===== src/verilog/fwsp_consts.vh =====
// constants for the flash write-enable and status protection block
// Summary of operation
// - latch-set opcode framed by chip select sets the write latch flag
// - latch-clear opcode framed by chip select clears the write latch flag
// - latch flag clears at reset and on completion of every modifying command
// - volatile enable precedes status write, keeps latch, write updates the same status register
// - status reads are accepted at any time, even while busy
// - low read opcode shifts status_low_byte, high read opcode shifts status_high_byte on output
// - bit zero is busy, high while program, erase or status write runs
// - bit one mirrors latch; without it program, erase refused, status write needs volatile enable instead
// - bits six..two are protect range, writable only outside hardware protect
// - chip erase executes only when protect range selects nothing
// - lock mode 00 allows status write whenever latch set
// - lock mode 01 refuses status write while protect pin low and quad enable clear
// - lock mode 10 and 11 both refuse until power cycle
// - quad enable frees protect and pause pins, holding both pin outputs high
// - three page lock bits at 13..11 set by status write, cleared only by reset
// - complement bit fourteen joins protect range to pick protected area
// - suspend sets erase paused bit 15 or program paused bit 10
// - resume opcode or power cycle clears both paused flags
// - secure register address: 23..16 zero, 15..9 pick register, 8..0 byte
// - status write leaves bits 15, 10, 1 and 0 unchanged
`ifndef FWSP_CONSTS_VH
`define FWSP_CONSTS_VH
`define FWSP_OP_LATCH_SET   8'h06
`define FWSP_OP_LATCH_CLR   8'h04
`define FWSP_OP_VOL_EN      8'h50
`define FWSP_OP_STAT_LO     8'h05
`define FWSP_OP_STAT_HI     8'h35
`define FWSP_OP_STAT_WR     8'h01
`define FWSP_OP_PAGE_PROG   8'h02
`define FWSP_OP_DUAL_PROG   8'ha2
`define FWSP_OP_QUAD_PROG   8'h32
`define FWSP_OP_PAGE_ERASE  8'h81
`define FWSP_OP_SECT_ERASE  8'h20
`define FWSP_OP_HBLK_ERASE  8'h52
`define FWSP_OP_BLK_ERASE   8'hd8
`define FWSP_OP_CHIP_ERA_A  8'h60
`define FWSP_OP_CHIP_ERA_B  8'hc7
`define FWSP_OP_SEC_ERASE   8'h44
`define FWSP_OP_SEC_PROG    8'h42
`define FWSP_OP_SUSP_A      8'h75
`define FWSP_OP_SUSP_B      8'hb0
`define FWSP_OP_RESUME_A    8'h7a
`define FWSP_OP_RESUME_B    8'h30
`define FWSP_OP_RST_EN      8'h66
`define FWSP_OP_RST         8'h99
`define FWSP_BIT_BUSY       0
`define FWSP_BIT_LATCH      1
`define FWSP_BIT_PROG_SUS   10
`define FWSP_BIT_ERASE_SUS  15
`define FWSP_BIT_LOCK_LO    7
`define FWSP_BIT_LOCK_HI    8
`define FWSP_BIT_QUAD       9
`define FWSP_BIT_INVERT     14
`define FWSP_STAT_RESET     16'h0000
`define FWSP_WRITABLE_MASK  16'h7bfc
`define FWSP_PROT_MASK      16'h007c
`define FWSP_LOCKS_MASK     16'h3800
`define FWSP_SEC_SEL_1      7'h08
`define FWSP_SEC_SEL_2      7'h10
`define FWSP_SEC_SEL_3      7'h18
`define FWSP_T_STAT_WR_NS   1000
`define FWSP_T_PROG_NS      2000
`define FWSP_T_ERASE_NS     4000
`define FWSP_CLK_NS         20
`define FWSP_CYC_STAT_WR    ((`FWSP_T_STAT_WR_NS + `FWSP_CLK_NS - 1) / `FWSP_CLK_NS)
`define FWSP_CYC_PROG       ((`FWSP_T_PROG_NS + `FWSP_CLK_NS - 1) / `FWSP_CLK_NS)
`define FWSP_CYC_ERASE      ((`FWSP_T_ERASE_NS + `FWSP_CLK_NS - 1) / `FWSP_CLK_NS)
`endif


===== src/verilog/fwsp_status_protect.v =====
// serial flash write-enable latch and status register protection logic
`timescale 1ns/1ps
`include "fwsp_consts.vh"
module fwsp_status_protect #(
  parameter [15:0] T_STAT_WR = `FWSP_CYC_STAT_WR,
  parameter [15:0] T_PROG    = `FWSP_CYC_PROG,
  parameter [15:0] T_ERASE   = `FWSP_CYC_ERASE
) (
  // clock and reset
  input  wire        core_clk_i,
  input  wire        nrst_i,
  // serial pins
  input  wire        cs_n_i,
  input  wire        sclk_i,
  input  wire [3:0]  io_i,
  output wire [3:0]  io_o,
  output wire [3:0]  io_oe_o,
  // status view
  output wire [15:0] status_o,
  output wire        wp_n_o,
  output wire        pause_n_o
);
  // ----------------------------------------------------------------
  // pin synchronisation
  // ----------------------------------------------------------------
  wire [6:0] pin_s;
  fwsp_sync #(.W(7)) u_sync (
    .core_clk_i (core_clk_i),
    .nrst_i     (nrst_i),
    .async_i    ({io_i, sclk_i, ~cs_n_i, 1'b0}),
    .sync_o     (pin_s)
  );
  // select travels inverted so that a freshly reset sync bank reads as deselected
  wire       cs_n_s = ~pin_s[1];
  wire       sclk_s = pin_s[2];
  wire [3:0] io_s   = pin_s[6:3];

  reg        sclk_d_ff;
  reg        cs_n_d_ff;
  wire       sclk_rise = sclk_s & ~sclk_d_ff;
  wire       sclk_fall = ~sclk_s & sclk_d_ff;
  wire       cs_rise   = cs_n_s & ~cs_n_d_ff;

  // ----------------------------------------------------------------
  // helpers
  // ----------------------------------------------------------------
  function is_prog_op;
    input [7:0] op;
    begin
      is_prog_op = (op == `FWSP_OP_PAGE_PROG) || (op == `FWSP_OP_DUAL_PROG) ||
                   (op == `FWSP_OP_QUAD_PROG) || (op == `FWSP_OP_SEC_PROG);
    end
  endfunction

  function is_erase_op;
    input [7:0] op;
    begin
      is_erase_op = (op == `FWSP_OP_PAGE_ERASE) || (op == `FWSP_OP_SECT_ERASE) ||
                    (op == `FWSP_OP_HBLK_ERASE) || (op == `FWSP_OP_BLK_ERASE) ||
                    (op == `FWSP_OP_CHIP_ERA_A) || (op == `FWSP_OP_CHIP_ERA_B) ||
                    (op == `FWSP_OP_SEC_ERASE);
    end
  endfunction

  function is_chip_erase;
    input [7:0] op;
    begin
      is_chip_erase = (op == `FWSP_OP_CHIP_ERA_A) || (op == `FWSP_OP_CHIP_ERA_B);
    end
  endfunction

  // secure page address selects an unlocked page
  function sec_open;
    input [23:0] addr;
    input [2:0]  locks;
    begin
      sec_open = (addr[23:16] == 8'h00) &&
                 (((addr[15:9] == `FWSP_SEC_SEL_1) && !locks[0]) ||
                  ((addr[15:9] == `FWSP_SEC_SEL_2) && !locks[1]) ||
                  ((addr[15:9] == `FWSP_SEC_SEL_3) && !locks[2]));
    end
  endfunction

  // ----------------------------------------------------------------
  // frame state
  // ----------------------------------------------------------------
  localparam [1:0] ST_IDLE = 2'b00;
  localparam [1:0] ST_OPC  = 2'b01;
  localparam [1:0] ST_DATA = 2'b10;
  localparam [1:0] ST_OUT  = 2'b11;

  reg [1:0]  state_ff;
  reg [5:0]  bit_cnt_ff;
  reg [7:0]  opcode_ff;
  reg [15:0] shift_ff;
  reg [7:0]  out_byte_ff;
  reg        so_ff;
  reg        so_oe_ff;
  reg        wait_rst_ff;
  reg [23:0] addr_ff;

  // status bits
  reg        write_latch_flag_ff;
  reg        vol_en_ff;
  reg        busy_flag_ff;
  reg [15:0] nv_stat_ff;
  reg        erase_paused_flag_ff;
  reg        program_paused_flag_ff;
  reg [15:0] op_cnt_ff;
  reg        op_is_sw_ff;
  reg        op_is_erase_ff;

  wire lock_mode_low  = nv_stat_ff[`FWSP_BIT_LOCK_LO];
  wire lock_mode_high = nv_stat_ff[`FWSP_BIT_LOCK_HI];
  wire quad_io_enable = nv_stat_ff[`FWSP_BIT_QUAD];
  wire wp_n_pin       = io_s[2];

  // status write allowed under the lock mode
  wire stat_unlocked = (~lock_mode_high & ~lock_mode_low) |
                       (~lock_mode_high & lock_mode_low & (quad_io_enable | wp_n_pin));

  wire [15:0] status_word;
  assign status_word = {erase_paused_flag_ff, nv_stat_ff[14:11], program_paused_flag_ff,
                        nv_stat_ff[9:2], write_latch_flag_ff, busy_flag_ff};

  wire no_protect = ((nv_stat_ff & `FWSP_PROT_MASK) == 16'h0000) & ~nv_stat_ff[`FWSP_BIT_INVERT];

  // frame-end decisions
  wire frame_end   = cs_rise & (state_ff != ST_IDLE);
  wire op_done     = (bit_cnt_ff == 6'd8);
  wire end_set     = frame_end & op_done & (opcode_ff == `FWSP_OP_LATCH_SET) & ~busy_flag_ff;
  wire end_clr     = frame_end & op_done & (opcode_ff == `FWSP_OP_LATCH_CLR) & ~busy_flag_ff;
  wire end_vol     = frame_end & op_done & (opcode_ff == `FWSP_OP_VOL_EN) & ~busy_flag_ff;
  wire stat_len_ok = (bit_cnt_ff == 6'd16) | (bit_cnt_ff == 6'd24);
  wire end_wr      = frame_end & (opcode_ff == `FWSP_OP_STAT_WR) & stat_len_ok & ~busy_flag_ff &
                     (write_latch_flag_ff | vol_en_ff) & stat_unlocked;
  wire sec_op      = (opcode_ff == `FWSP_OP_SEC_PROG) | (opcode_ff == `FWSP_OP_SEC_ERASE);
  wire sec_ok      = ~sec_op | ((bit_cnt_ff >= 6'd32) & sec_open(addr_ff, nv_stat_ff[13:11]));
  wire end_prog    = frame_end & (bit_cnt_ff > 6'd8) & is_prog_op(opcode_ff) & ~busy_flag_ff &
                     write_latch_flag_ff & sec_ok;
  wire end_erase   = frame_end & (bit_cnt_ff > 6'd8) & is_erase_op(opcode_ff) & ~busy_flag_ff &
                     write_latch_flag_ff & sec_ok &
                     (~is_chip_erase(opcode_ff) | no_protect);
  wire chip_refuse = frame_end & op_done & is_chip_erase(opcode_ff) & ~busy_flag_ff &
                     write_latch_flag_ff & ~no_protect;
  wire end_chip    = frame_end & op_done & is_chip_erase(opcode_ff) & ~busy_flag_ff &
                     write_latch_flag_ff & no_protect;
  wire end_susp    = frame_end & op_done & busy_flag_ff & ~op_is_sw_ff &
                     ((opcode_ff == `FWSP_OP_SUSP_A) | (opcode_ff == `FWSP_OP_SUSP_B));
  wire end_resume  = frame_end & op_done &
                     ((opcode_ff == `FWSP_OP_RESUME_A) | (opcode_ff == `FWSP_OP_RESUME_B));
  wire end_reset   = frame_end & op_done & wait_rst_ff & (opcode_ff == `FWSP_OP_RST);
  wire op_finish   = busy_flag_ff & (op_cnt_ff == 16'h0001) &
                     ~erase_paused_flag_ff & ~program_paused_flag_ff;
  wire start_op    = end_wr | end_prog | end_erase | end_chip;

  // new status value keeps read-only bits and lock rules
  wire [15:0] wr_data  = (bit_cnt_ff == 6'd16) ? {8'h00, shift_ff[7:0]} :
                         {shift_ff[7:0], shift_ff[15:8]};
  wire [15:0] wr_mask  = `FWSP_WRITABLE_MASK;
  wire [15:0] nxt_stat = (nv_stat_ff & ~wr_mask) | (wr_data & wr_mask) |
                         (nv_stat_ff & `FWSP_LOCKS_MASK);

  // ----------------------------------------------------------------
  // serial frame decoder
  // ----------------------------------------------------------------
  always @(posedge core_clk_i or negedge nrst_i) begin
    if (!nrst_i) begin
      sclk_d_ff   <= 1'b0;
      cs_n_d_ff   <= 1'b1;
      state_ff    <= ST_IDLE;
      bit_cnt_ff  <= 6'd0;
      opcode_ff   <= 8'h00;
      shift_ff    <= 16'h0000;
      out_byte_ff <= 8'h00;
      addr_ff     <= 24'h000000;
      so_ff       <= 1'b0;
      so_oe_ff    <= 1'b0;
    end else begin
      sclk_d_ff <= sclk_s;
      cs_n_d_ff <= cs_n_s;
      if (cs_n_s) begin
        state_ff   <= ST_IDLE;
        bit_cnt_ff <= 6'd0;
        so_oe_ff   <= 1'b0;
      end else begin
        case (state_ff)
          ST_IDLE: begin
            state_ff   <= ST_OPC;
            bit_cnt_ff <= 6'd0;
          end
          ST_OPC: begin
            if (sclk_rise) begin
              opcode_ff  <= {opcode_ff[6:0], io_s[0]};
              bit_cnt_ff <= bit_cnt_ff + 6'd1;
              if (bit_cnt_ff == 6'd7) begin
                if ({opcode_ff[6:0], io_s[0]} == `FWSP_OP_STAT_LO) begin
                  state_ff    <= ST_OUT;
                  out_byte_ff <= status_word[7:0];
                end else if ({opcode_ff[6:0], io_s[0]} == `FWSP_OP_STAT_HI) begin
                  state_ff    <= ST_OUT;
                  out_byte_ff <= status_word[15:8];
                end else begin
                  state_ff <= ST_DATA;
                end
              end
            end
          end
          ST_DATA: begin
            if (sclk_rise && (bit_cnt_ff != 6'd63)) begin
              shift_ff   <= {shift_ff[14:0], io_s[0]};
              bit_cnt_ff <= bit_cnt_ff + 6'd1;
              if (bit_cnt_ff < 6'd32)
                addr_ff <= {addr_ff[22:0], io_s[0]};
            end
          end
          ST_OUT: begin
            if (sclk_fall) begin
              so_oe_ff    <= 1'b1;
              so_ff       <= out_byte_ff[7];
              out_byte_ff <= {out_byte_ff[6:0], out_byte_ff[7]};
            end
          end
          default: state_ff <= ST_IDLE;
        endcase
      end
    end
  end

  // ----------------------------------------------------------------
  // status register and latch
  // ----------------------------------------------------------------
  always @(posedge core_clk_i or negedge nrst_i) begin
    if (!nrst_i) begin
      write_latch_flag_ff    <= 1'b0;
      vol_en_ff              <= 1'b0;
      busy_flag_ff           <= 1'b0;
      nv_stat_ff             <= `FWSP_STAT_RESET;
      erase_paused_flag_ff   <= 1'b0;
      program_paused_flag_ff <= 1'b0;
      op_cnt_ff              <= 16'h0000;
      op_is_sw_ff            <= 1'b0;
      op_is_erase_ff         <= 1'b0;
      wait_rst_ff            <= 1'b0;
    end else begin
      if (frame_end)
        wait_rst_ff <= op_done & (opcode_ff == `FWSP_OP_RST_EN);
      if (end_set)
        write_latch_flag_ff <= 1'b1;
      else if (end_clr || chip_refuse || end_reset || op_finish)
        write_latch_flag_ff <= 1'b0;
      if (end_vol)
        vol_en_ff <= 1'b1;
      else if (end_wr || end_reset)
        vol_en_ff <= 1'b0;
      if (end_wr)
        nv_stat_ff <= nxt_stat;
      if (start_op) begin
        busy_flag_ff <= 1'b1;
        op_is_sw_ff  <= end_wr;
        op_is_erase_ff <= end_erase | end_chip;
        op_cnt_ff    <= end_wr ? T_STAT_WR : (end_prog ? T_PROG : T_ERASE);
      end else if (busy_flag_ff && !erase_paused_flag_ff && !program_paused_flag_ff) begin
        op_cnt_ff <= op_cnt_ff - 16'h0001;
        if (op_finish)
          busy_flag_ff <= 1'b0;
      end
      if (end_susp) begin
        if (op_is_erase_ff)
          erase_paused_flag_ff <= 1'b1;
        else
          program_paused_flag_ff <= 1'b1;
      end else if (end_resume || end_reset) begin
        erase_paused_flag_ff   <= 1'b0;
        program_paused_flag_ff <= 1'b0;
      end
    end
  end

  // ----------------------------------------------------------------
  // outputs
  // ----------------------------------------------------------------
  assign io_o      = {2'b00, so_ff, 1'b0};
  assign io_oe_o   = {2'b00, so_oe_ff, 1'b0};
  assign status_o  = status_word;
  assign wp_n_o    = quad_io_enable ? 1'b1 : wp_n_pin;
  assign pause_n_o = quad_io_enable ? 1'b1 : io_s[3];
endmodule // fwsp_status_protect


===== src/verilog/fwsp_sync.v =====
// two-flop synchroniser bank for pin inputs
`timescale 1ns/1ps
module fwsp_sync #(
  parameter W = 4
) (
  // clock and reset
  input  wire         core_clk_i,
  input  wire         nrst_i,
  // data
  input  wire [W-1:0] async_i,
  output wire [W-1:0] sync_o
);
  reg [W-1:0] meta_ff;
  reg [W-1:0] sync_ff;
  always @(posedge core_clk_i or negedge nrst_i) begin
    if (!nrst_i) begin
      meta_ff <= {W{1'b0}};
      sync_ff <= {W{1'b0}};
    end else begin
      meta_ff <= async_i;
      sync_ff <= meta_ff;
    end
  end
  assign sync_o = sync_ff;
endmodule // fwsp_sync

===== config.mk =====
export PLATFORM = sky130hd
export DESIGN_NAME = fwsp_status_protect
export DESIGN_NICKNAME = d
export VERILOG_FILES = /design/src/verilog/fwsp_status_protect.v /design/src/verilog/fwsp_sync.v
export VERILOG_INCLUDE_DIRS = /design/src /design/src/verilog
export SDC_FILE = /design/constraint.sdc
export NUM_CORES = 1
export LEC_CHECK = 0
export BUFFER_PORTS_ARGS = -buffer_cell sky130_fd_sc_hd__buf_2
export CELL_PAD_IN_SITES_DETAIL_PLACEMENT = 2
export CELL_PAD_IN_SITES_GLOBAL_PLACEMENT = 2
export CORE_ASPECT_RATIO = 1.25
export CORE_MARGIN = 2
export CORE_UTILIZATION = 44
export CTS_CLUSTER_SIZE = 24
export DETAILED_ROUTE_END_ITERATION = 6
export PLACE_DENSITY_LB_ADDON = 0.3
export SYNTH_ARGS = -nofsm -noshare
export SYNTH_HDL_FRONTEND = slang
export SYNTH_SLANG_ARGS = --single-unit

===== constraint.sdc =====
create_clock -name core_clk_i -period 4.2 [get_ports core_clk_i]
set_input_delay 0.63 -clock core_clk_i [delete_from_list [all_inputs] [get_ports core_clk_i]]
set_output_delay 0.63 -clock core_clk_i [all_outputs]
set_load 0.01 [all_outputs]

# Word-level counts from Yosys, hierarchy flattened
# Index checks and enable logic that the tools add are counted.
# op_classes
addsub,2
magnitude_cmp,3
eq_ne,48
mux,38
n_bitwise,76
n_reduce_logical,50
# ops
op,count
equality test 8 x 7 -> 1 bit (second input constant),8
two-way mux 8 bit,7
equality test 8 bit (second input constant),6
AND 1 bit,46
equality test 8 x 6 -> 1 bit (second input constant),4
two-way mux 16 bit,2
equality test 8 x 3 -> 1 bit (second input constant),3
two-way mux 1 bit,19
two-way mux 6 bit,3
one-hot mux 6 bit (3 select lines),1
logical OR 1 bit,17
equality test 16 x 1 -> 1 bit (second input constant),1
logical NOT 16 bit,1
OR 16 x 14 -> 16 bit,1
OR 16 x 15 -> 16 bit,1
one-hot mux 8 bit (2 select lines),1
subtractor 16 x 1 -> 16 bit (second input constant),1
two-way mux 15 bit,1
!= test 3 bit (second input constant),5
NOT 1 bit,15
AND reduction 3 bit,5
equality test 7 x 5 -> 1 bit (second input constant),2
!= test 2 bit (second input constant),7
nonzero test 2 bit,7
24 further kinds,53
# word_totals
ff_bits,120
word_cells,239

# Longest topological paths before layout
# depth
depth_word,16
ltp_mapped,10
mapped_depth_nobuf,9

# Hierarchy
# A second synthesis with hierarchy kept.
# hier_totals
cells_unflattened,510
area_unflattened_um2,5758.0
# modules_own_cells
module,instances,cells_each,area_each_um2,seq_area_each_um2
fwsp_status_protect,1,496,5407.7,2603.7
fwsp_sync,1,14,350.3,350.3

# Worst setup path before layout
# No wires, ideal clock.
# synth_timing
path_kind,flip-flop to flip-flop
start,register opcode_ff[4]
end,register op_cnt_ff[1]
setup_ns,0.125
t_arrival_ns,2.456
required_ns,4.075
slack_ns,1.619
stages_incl_launch_ff,10
synth_period_minus_slack_ns,2.581
cell_sequence,dfrtp_1 > buf_6 > or2_4 > or4_4 > or4b_4 > buf_6 > o211ai_4 > or2_1 > buf_6 > mux2_4
# synth_via
elab_chain_cells,15
word_cells_on_any_way,51
classes_between,eq/ne: 12; mux: 2; bitwise: 26; reduce/logical: 11
# synth_lines
element,line,source
start: declaration,fwsp_status_protect.v:94,reg [7:0] opcode_ff;
start signal: assignment,fwsp_status_protect.v:194,"opcode_ff <= {opcode_ff[6:0], io_s[0]};"
equality test 8 bit (no line) or equality test 8 x 6 -> 1 bit (tied branches),n/a,
logical OR 1 bit (6 in series),fwsp_status_protect.v:58,is_erase_op = (op == `FWSP_OP_PAGE_ERASE) || (op == `FWSP_OP_SECT_ERASE) ||
AND 1 bit (3 in series),fwsp_status_protect.v:141,wire end_erase = frame_end & (bit_cnt_ff > 6'd8) & is_erase_op(opcode_ff) & ~busy_flag_ff &
AND 1 bit (2 in series),fwsp_status_protect.v:142,write_latch_flag_ff & sec_ok &
OR 1 bit (2 in series),fwsp_status_protect.v:155,wire start_op = end_wr | end_prog | end_erase | end_chip;
two-way mux 16 bit or nonzero test 2 bit (tied branches),n/a,
end signal: assignment,fwsp_status_protect.v:262,op_cnt_ff <= end_wr ? T_STAT_WR : (end_prog ? T_PROG : T_ERASE);
end signal: assignment,fwsp_status_protect.v:264,op_cnt_ff <= op_cnt_ff - 16'h0001;
end: declaration,fwsp_status_protect.v:109,reg [15:0] op_cnt_ff;
# Parallel ways exist; a longest one is shown, timed or not.
# A chain may end at the register's enable or synchronous reset.

# Worst setup path in the final report
# layout_timing
start,register opcode_ff[0]
end,register op_cnt_ff[4]
# Same word-level chain as after synthesis.

==> summary.txt <==
Timing
  • Ratio of final minimum period to clock period: 76.53%
  • Final hold violations: 0
  • Slew @ Worst Pin: roughly 930 ps
  • Fmax: 311.1 MHz
  • Skew final: 10.28 ps
  • Endpoints failing setup: 0
  • Fin worst setup slack: 985.8 ps
  • Setup TNS: 0 ps
  • Slew Limit Headroom: roughly 38%
  • RSZ-0062 raised after global routing: false
  • Final min period: between 3000 and 4000 ps
  • Pins Over Slew Limit: 0

Floorplanning
  • Die Y: 130.3 µm
  • Initial Util: roughly 45%
  • DIE AREA: 0.01368 mm²
  • Rows: 46
  • Die W: 105.0 µm
  • Ports: 34
  • Core area: approximately 0.013 mm²

Finish
  • Final nets: 554
  • N_diodes: 0
  • Layout cells sized above 1: 23.41%
  • Layout area overhead: 14.58%

CTS
  • Latest clock arrival within the worst-skew pair: 430 ps
  • H-tree depth: 4
  • Max clock buf depth: 2
  • Total CTS buffers: 17
  • Root buf cell: clkbuf_16
  • Clock sinks: 114
  • CTS tree: done
  • Post-CTS Setup Bufs: 0
  • Clk slew on worst S/H paths: 60 ps
  • CTS resizes: 0
  • CTS Hold Bufs: 0

Logic synthesis
  • Top cells by area, synth: dfrtp_1 50%, mux2_2 11%, mux2i_1 3.0%
  • Main synth FF type: dfrtp_1
  • Ys async rst share: 100.0%
  • Post-synth top area share: 50.37%
  • Mapped cell area: 0.005614 mm²
  • Synth Instances: 522
  • Count of flip-flops with a built-in enable after synthesis: 0
  • Yosys warning count: 0
  • Leading area contributor after synthesis: dfrtp_1
  • #FFs+latches synth: 114
  • Register area share after synthesis: between 50 and 60%
  • Mapped Avg Cell Area: roughly 11 µm²
  • Yosys cell types: between 50 and 60

Power and ir drop
  • Net Sw Frac: between 20% and 30%
  • PnR Total Power: 3.021 mW
  • Leakage: 3.095 nW
  • Combinational power share: just over 8%
  • Clock network fraction of total power: 51.7%
  • Sw power: slightly below 0.8 mW
  • Power Density: 469.6 mW/mm²
  • Worst VDD drop: 0.3603 mV
  • Power Internal: 2.227 mW
  • Seq pwr share: 40.0%

Routing
  • 1st-iter DRT viols: 130
  • Initial DRT Pass Iterations: 4
  • Wire length per cell: 23.03 µm
  • Antenna Violating Nets Remaining: 0
  • Residual DRC: 0
  • Via count: 4185
  • Routed vias/inst: ~5.8
  • Total Wirelength: 16560 µm

GRT
  • Largest net degree at the start of global routing: 73
  • Global-route usage over all layers: around 26%
  • Initial antenna violation count: 0
  • Congestion Overflow GR: 0
  • First-pass GRT wire length: between 20000 and 30000 µm
  • Vias in the first global route: 4672

Critical path
  • CP required: 4510 ps
  • Setup crit end: op_cnt_ff[4]
  • Crit path max fanout: 14
  • Crit end category: flop
  • Worst reg-to-reg path cell count: 7
  • Crit path DAT: 3530 ps
  • Startpoint type of the worst setup path: flop
  • Crit Reg-Reg Endpoint: op_cnt_ff[4]
  • Crit path kind: flop to flop
  • Reg-to-Reg Start: opcode_ff[0]
  • Reg-to-reg slack, setup: a little under 1000 ps
  • Critical path launch point: opcode_ff[0]

Placement
  • Detailed Place HPWL: 10260 µm
  • I/O Buffers: 26
  • Place WS: 1063 ps
  • GP Congestion: ~0.85

Run status
  • Status: finished, final reports clean

Worst hold path
  • HP Class: primary input to flop

Job
  • Max-Cap Viols: 0
[cell usage in the layout, fill, tap and decap left out, types with 3 or more instances in the layout]
master     count
a21o_1         6
nor4_1         7
nand2b_1      10
a31oi_1        3
xnor2_1        3
clkinv_4       4
o22ai_1        4
xor2_1         6
nand4_1        4
a21oi_1       13
dfrtp_1      113
nand2_1       43
clkbuf_16     17
bufinv_16      4
nand3b_1       4
buf_2         25
nor3_1        11
and2_1         5
or3_1          6
inv_1         16
mux2i_1       17
ha_1           8
a22o_1         3
nor3b_1        5
nor4b_1        5
a22oi_1        4
o21ai_0       32
buf_4          4
a211oi_1       3
inv_6          3
nand3_1       11
mux2_2        57
nor2b_1        7
nor2_1        40
conb_1         6
o41ai_1        4
[how the worst min path moves through the flow]
stage	startpoint	to	slack, ps	cells after the start
6_report	io_i[3]	u_sync.meta_ff[6]	300	1
5_1_grt	io_i[0]	u_sync.meta_ff[3]	300	1
4_1_cts	io_i[3]	u_sync.meta_ff[6]	290	1
3_5_place_dp	u_sync.meta_ff[3]	u_sync.sync_o[3]	340	0
3_3_place_gp	u_sync.meta_ff[3]	u_sync.sync_o[3]	330	0
2_1_floorplan	nrst_i	addr_ff[0]	330	0
[cell usage after synthesis, drive strengths merged (3+ instances only)]
| cell type | count |
|---|---|
| xnor2 | 3 |
| buf | 21 |
| nor4 | 7 |
| or2 | 4 |
| o21ai | 33 |
| or4b | 4 |
| o41ai | 4 |
| nor3 | 11 |
| nor4b | 5 |
| xor2 | 6 |
| dfrtp | 113 |
| nor2b | 7 |
| nor3b | 5 |
| inv | 16 |
| nand4 | 4 |
| a22o | 3 |
| nand2 | 43 |
| nor2 | 41 |
| and2 | 5 |
| nand3b | 4 |
| a31oi | 3 |
| o22ai | 4 |
| mux2 | 58 |
| clkbuf | 17 |
| ha | 8 |
| a21o | 6 |
| nand3 | 11 |
| a22oi | 4 |
| nand2b | 10 |
| or3 | 6 |
| a211oi | 3 |
| mux2i | 17 |
| a21oi | 13 |
[worst max-delay path, cell delays in order (launching register included)]
cell and delay, ps:
dfrtp_1 550, nor4_1 650, nand4b_1 220, a211o_1 400, a21boi_0 170, nor2_1 620, o32ai_1 210, a22o_1 270
[through the flow]
stage               hold slack (ps)  cells  area, µm²  utilization (%)
finish                        302.9    719       6432            51.27
CTS                           289.4    719       6432            51.27
detailed placement            339.5    687       5801            46.23
global placement              331.4    687       5801            46.23
floorplan                     331.2    527       5633                -
global route                  298.1    719       6432            51.27
[power groups by stage]
stage | clock network (mW) | registers (mW) | logic [mW]
6_report | 1.56 | 1.21 | 0.251
5_1_grt | 1.63 | 1.22 | 0.277
4_1_cts | 1.59 | 1.21 | 0.253
3_5_place_dp | 0 | 1.22 | 0.244
3_3_place_gp | 0 | 1.22 | 0.235
2_1_floorplan | 0 | 1.17 | 0.212
[final cells by class]
cell class | instances | area, µm²
clock buffer | 17 | 425.4
sequential | 114 | 2854
tap | 168 | 210.2
fill | 1282 | 6115
clock inverter | 15 | 206.4
multi-input combinational | 358 | 2497
inverter | 17 | 63.81
timing repair buffer | 30 | 175.2
[per-layer routing]
layer,up-vias,routed length [µm],track usage (%)
met1,2193,6250,27.57
met3,34,480,5.495
met4,0,417,11.14
li1,1876,-,-
met5,-,0,0
met2,82,9410,48.70
[cell families (layout without fill, tap and decap cells)]
group | Yosys count | count (layout) | synth area share, %
AND/OR/NAND/NOR | 175 | 175 | 16.38
flip-flops | 114 | 114 | 50.84
AO/OA/AOI/OAI | 85 | 85 | 9.739
multiplexers | 75 | 75 | 14.73
buffers and inverters | 55 | 79 | 5.059
XOR/XNOR | 9 | 9 | 1.404
adder cells (fa/ha/maj) | 8 | 8 | 1.783
other | 1 | 6 | 0.06680
[sequential cells by signal, summed over array words and instances, names as in the netlist]
name	count
addr_ff	24
bit_cnt_ff	6
busy_flag_ff	1
cs_n_d_ff	1
erase_paused_flag_ff	1
nv_stat_ff	12
op_cnt_ff	16
op_is_erase_ff	1
op_is_sw_ff	1
opcode_ff	8
out_byte_ff	8
program_paused_flag_ff	1
sclk_d_ff	1
shift_ff	16
so_ff	1
so_oe_ff	1
state_ff	2
u_sync.meta_ff	5
u_sync.sync_o	5
vol_en_ff	1
wait_rst_ff	1
write_latch_flag_ff	1
Power figures use the tool's default switching activity.
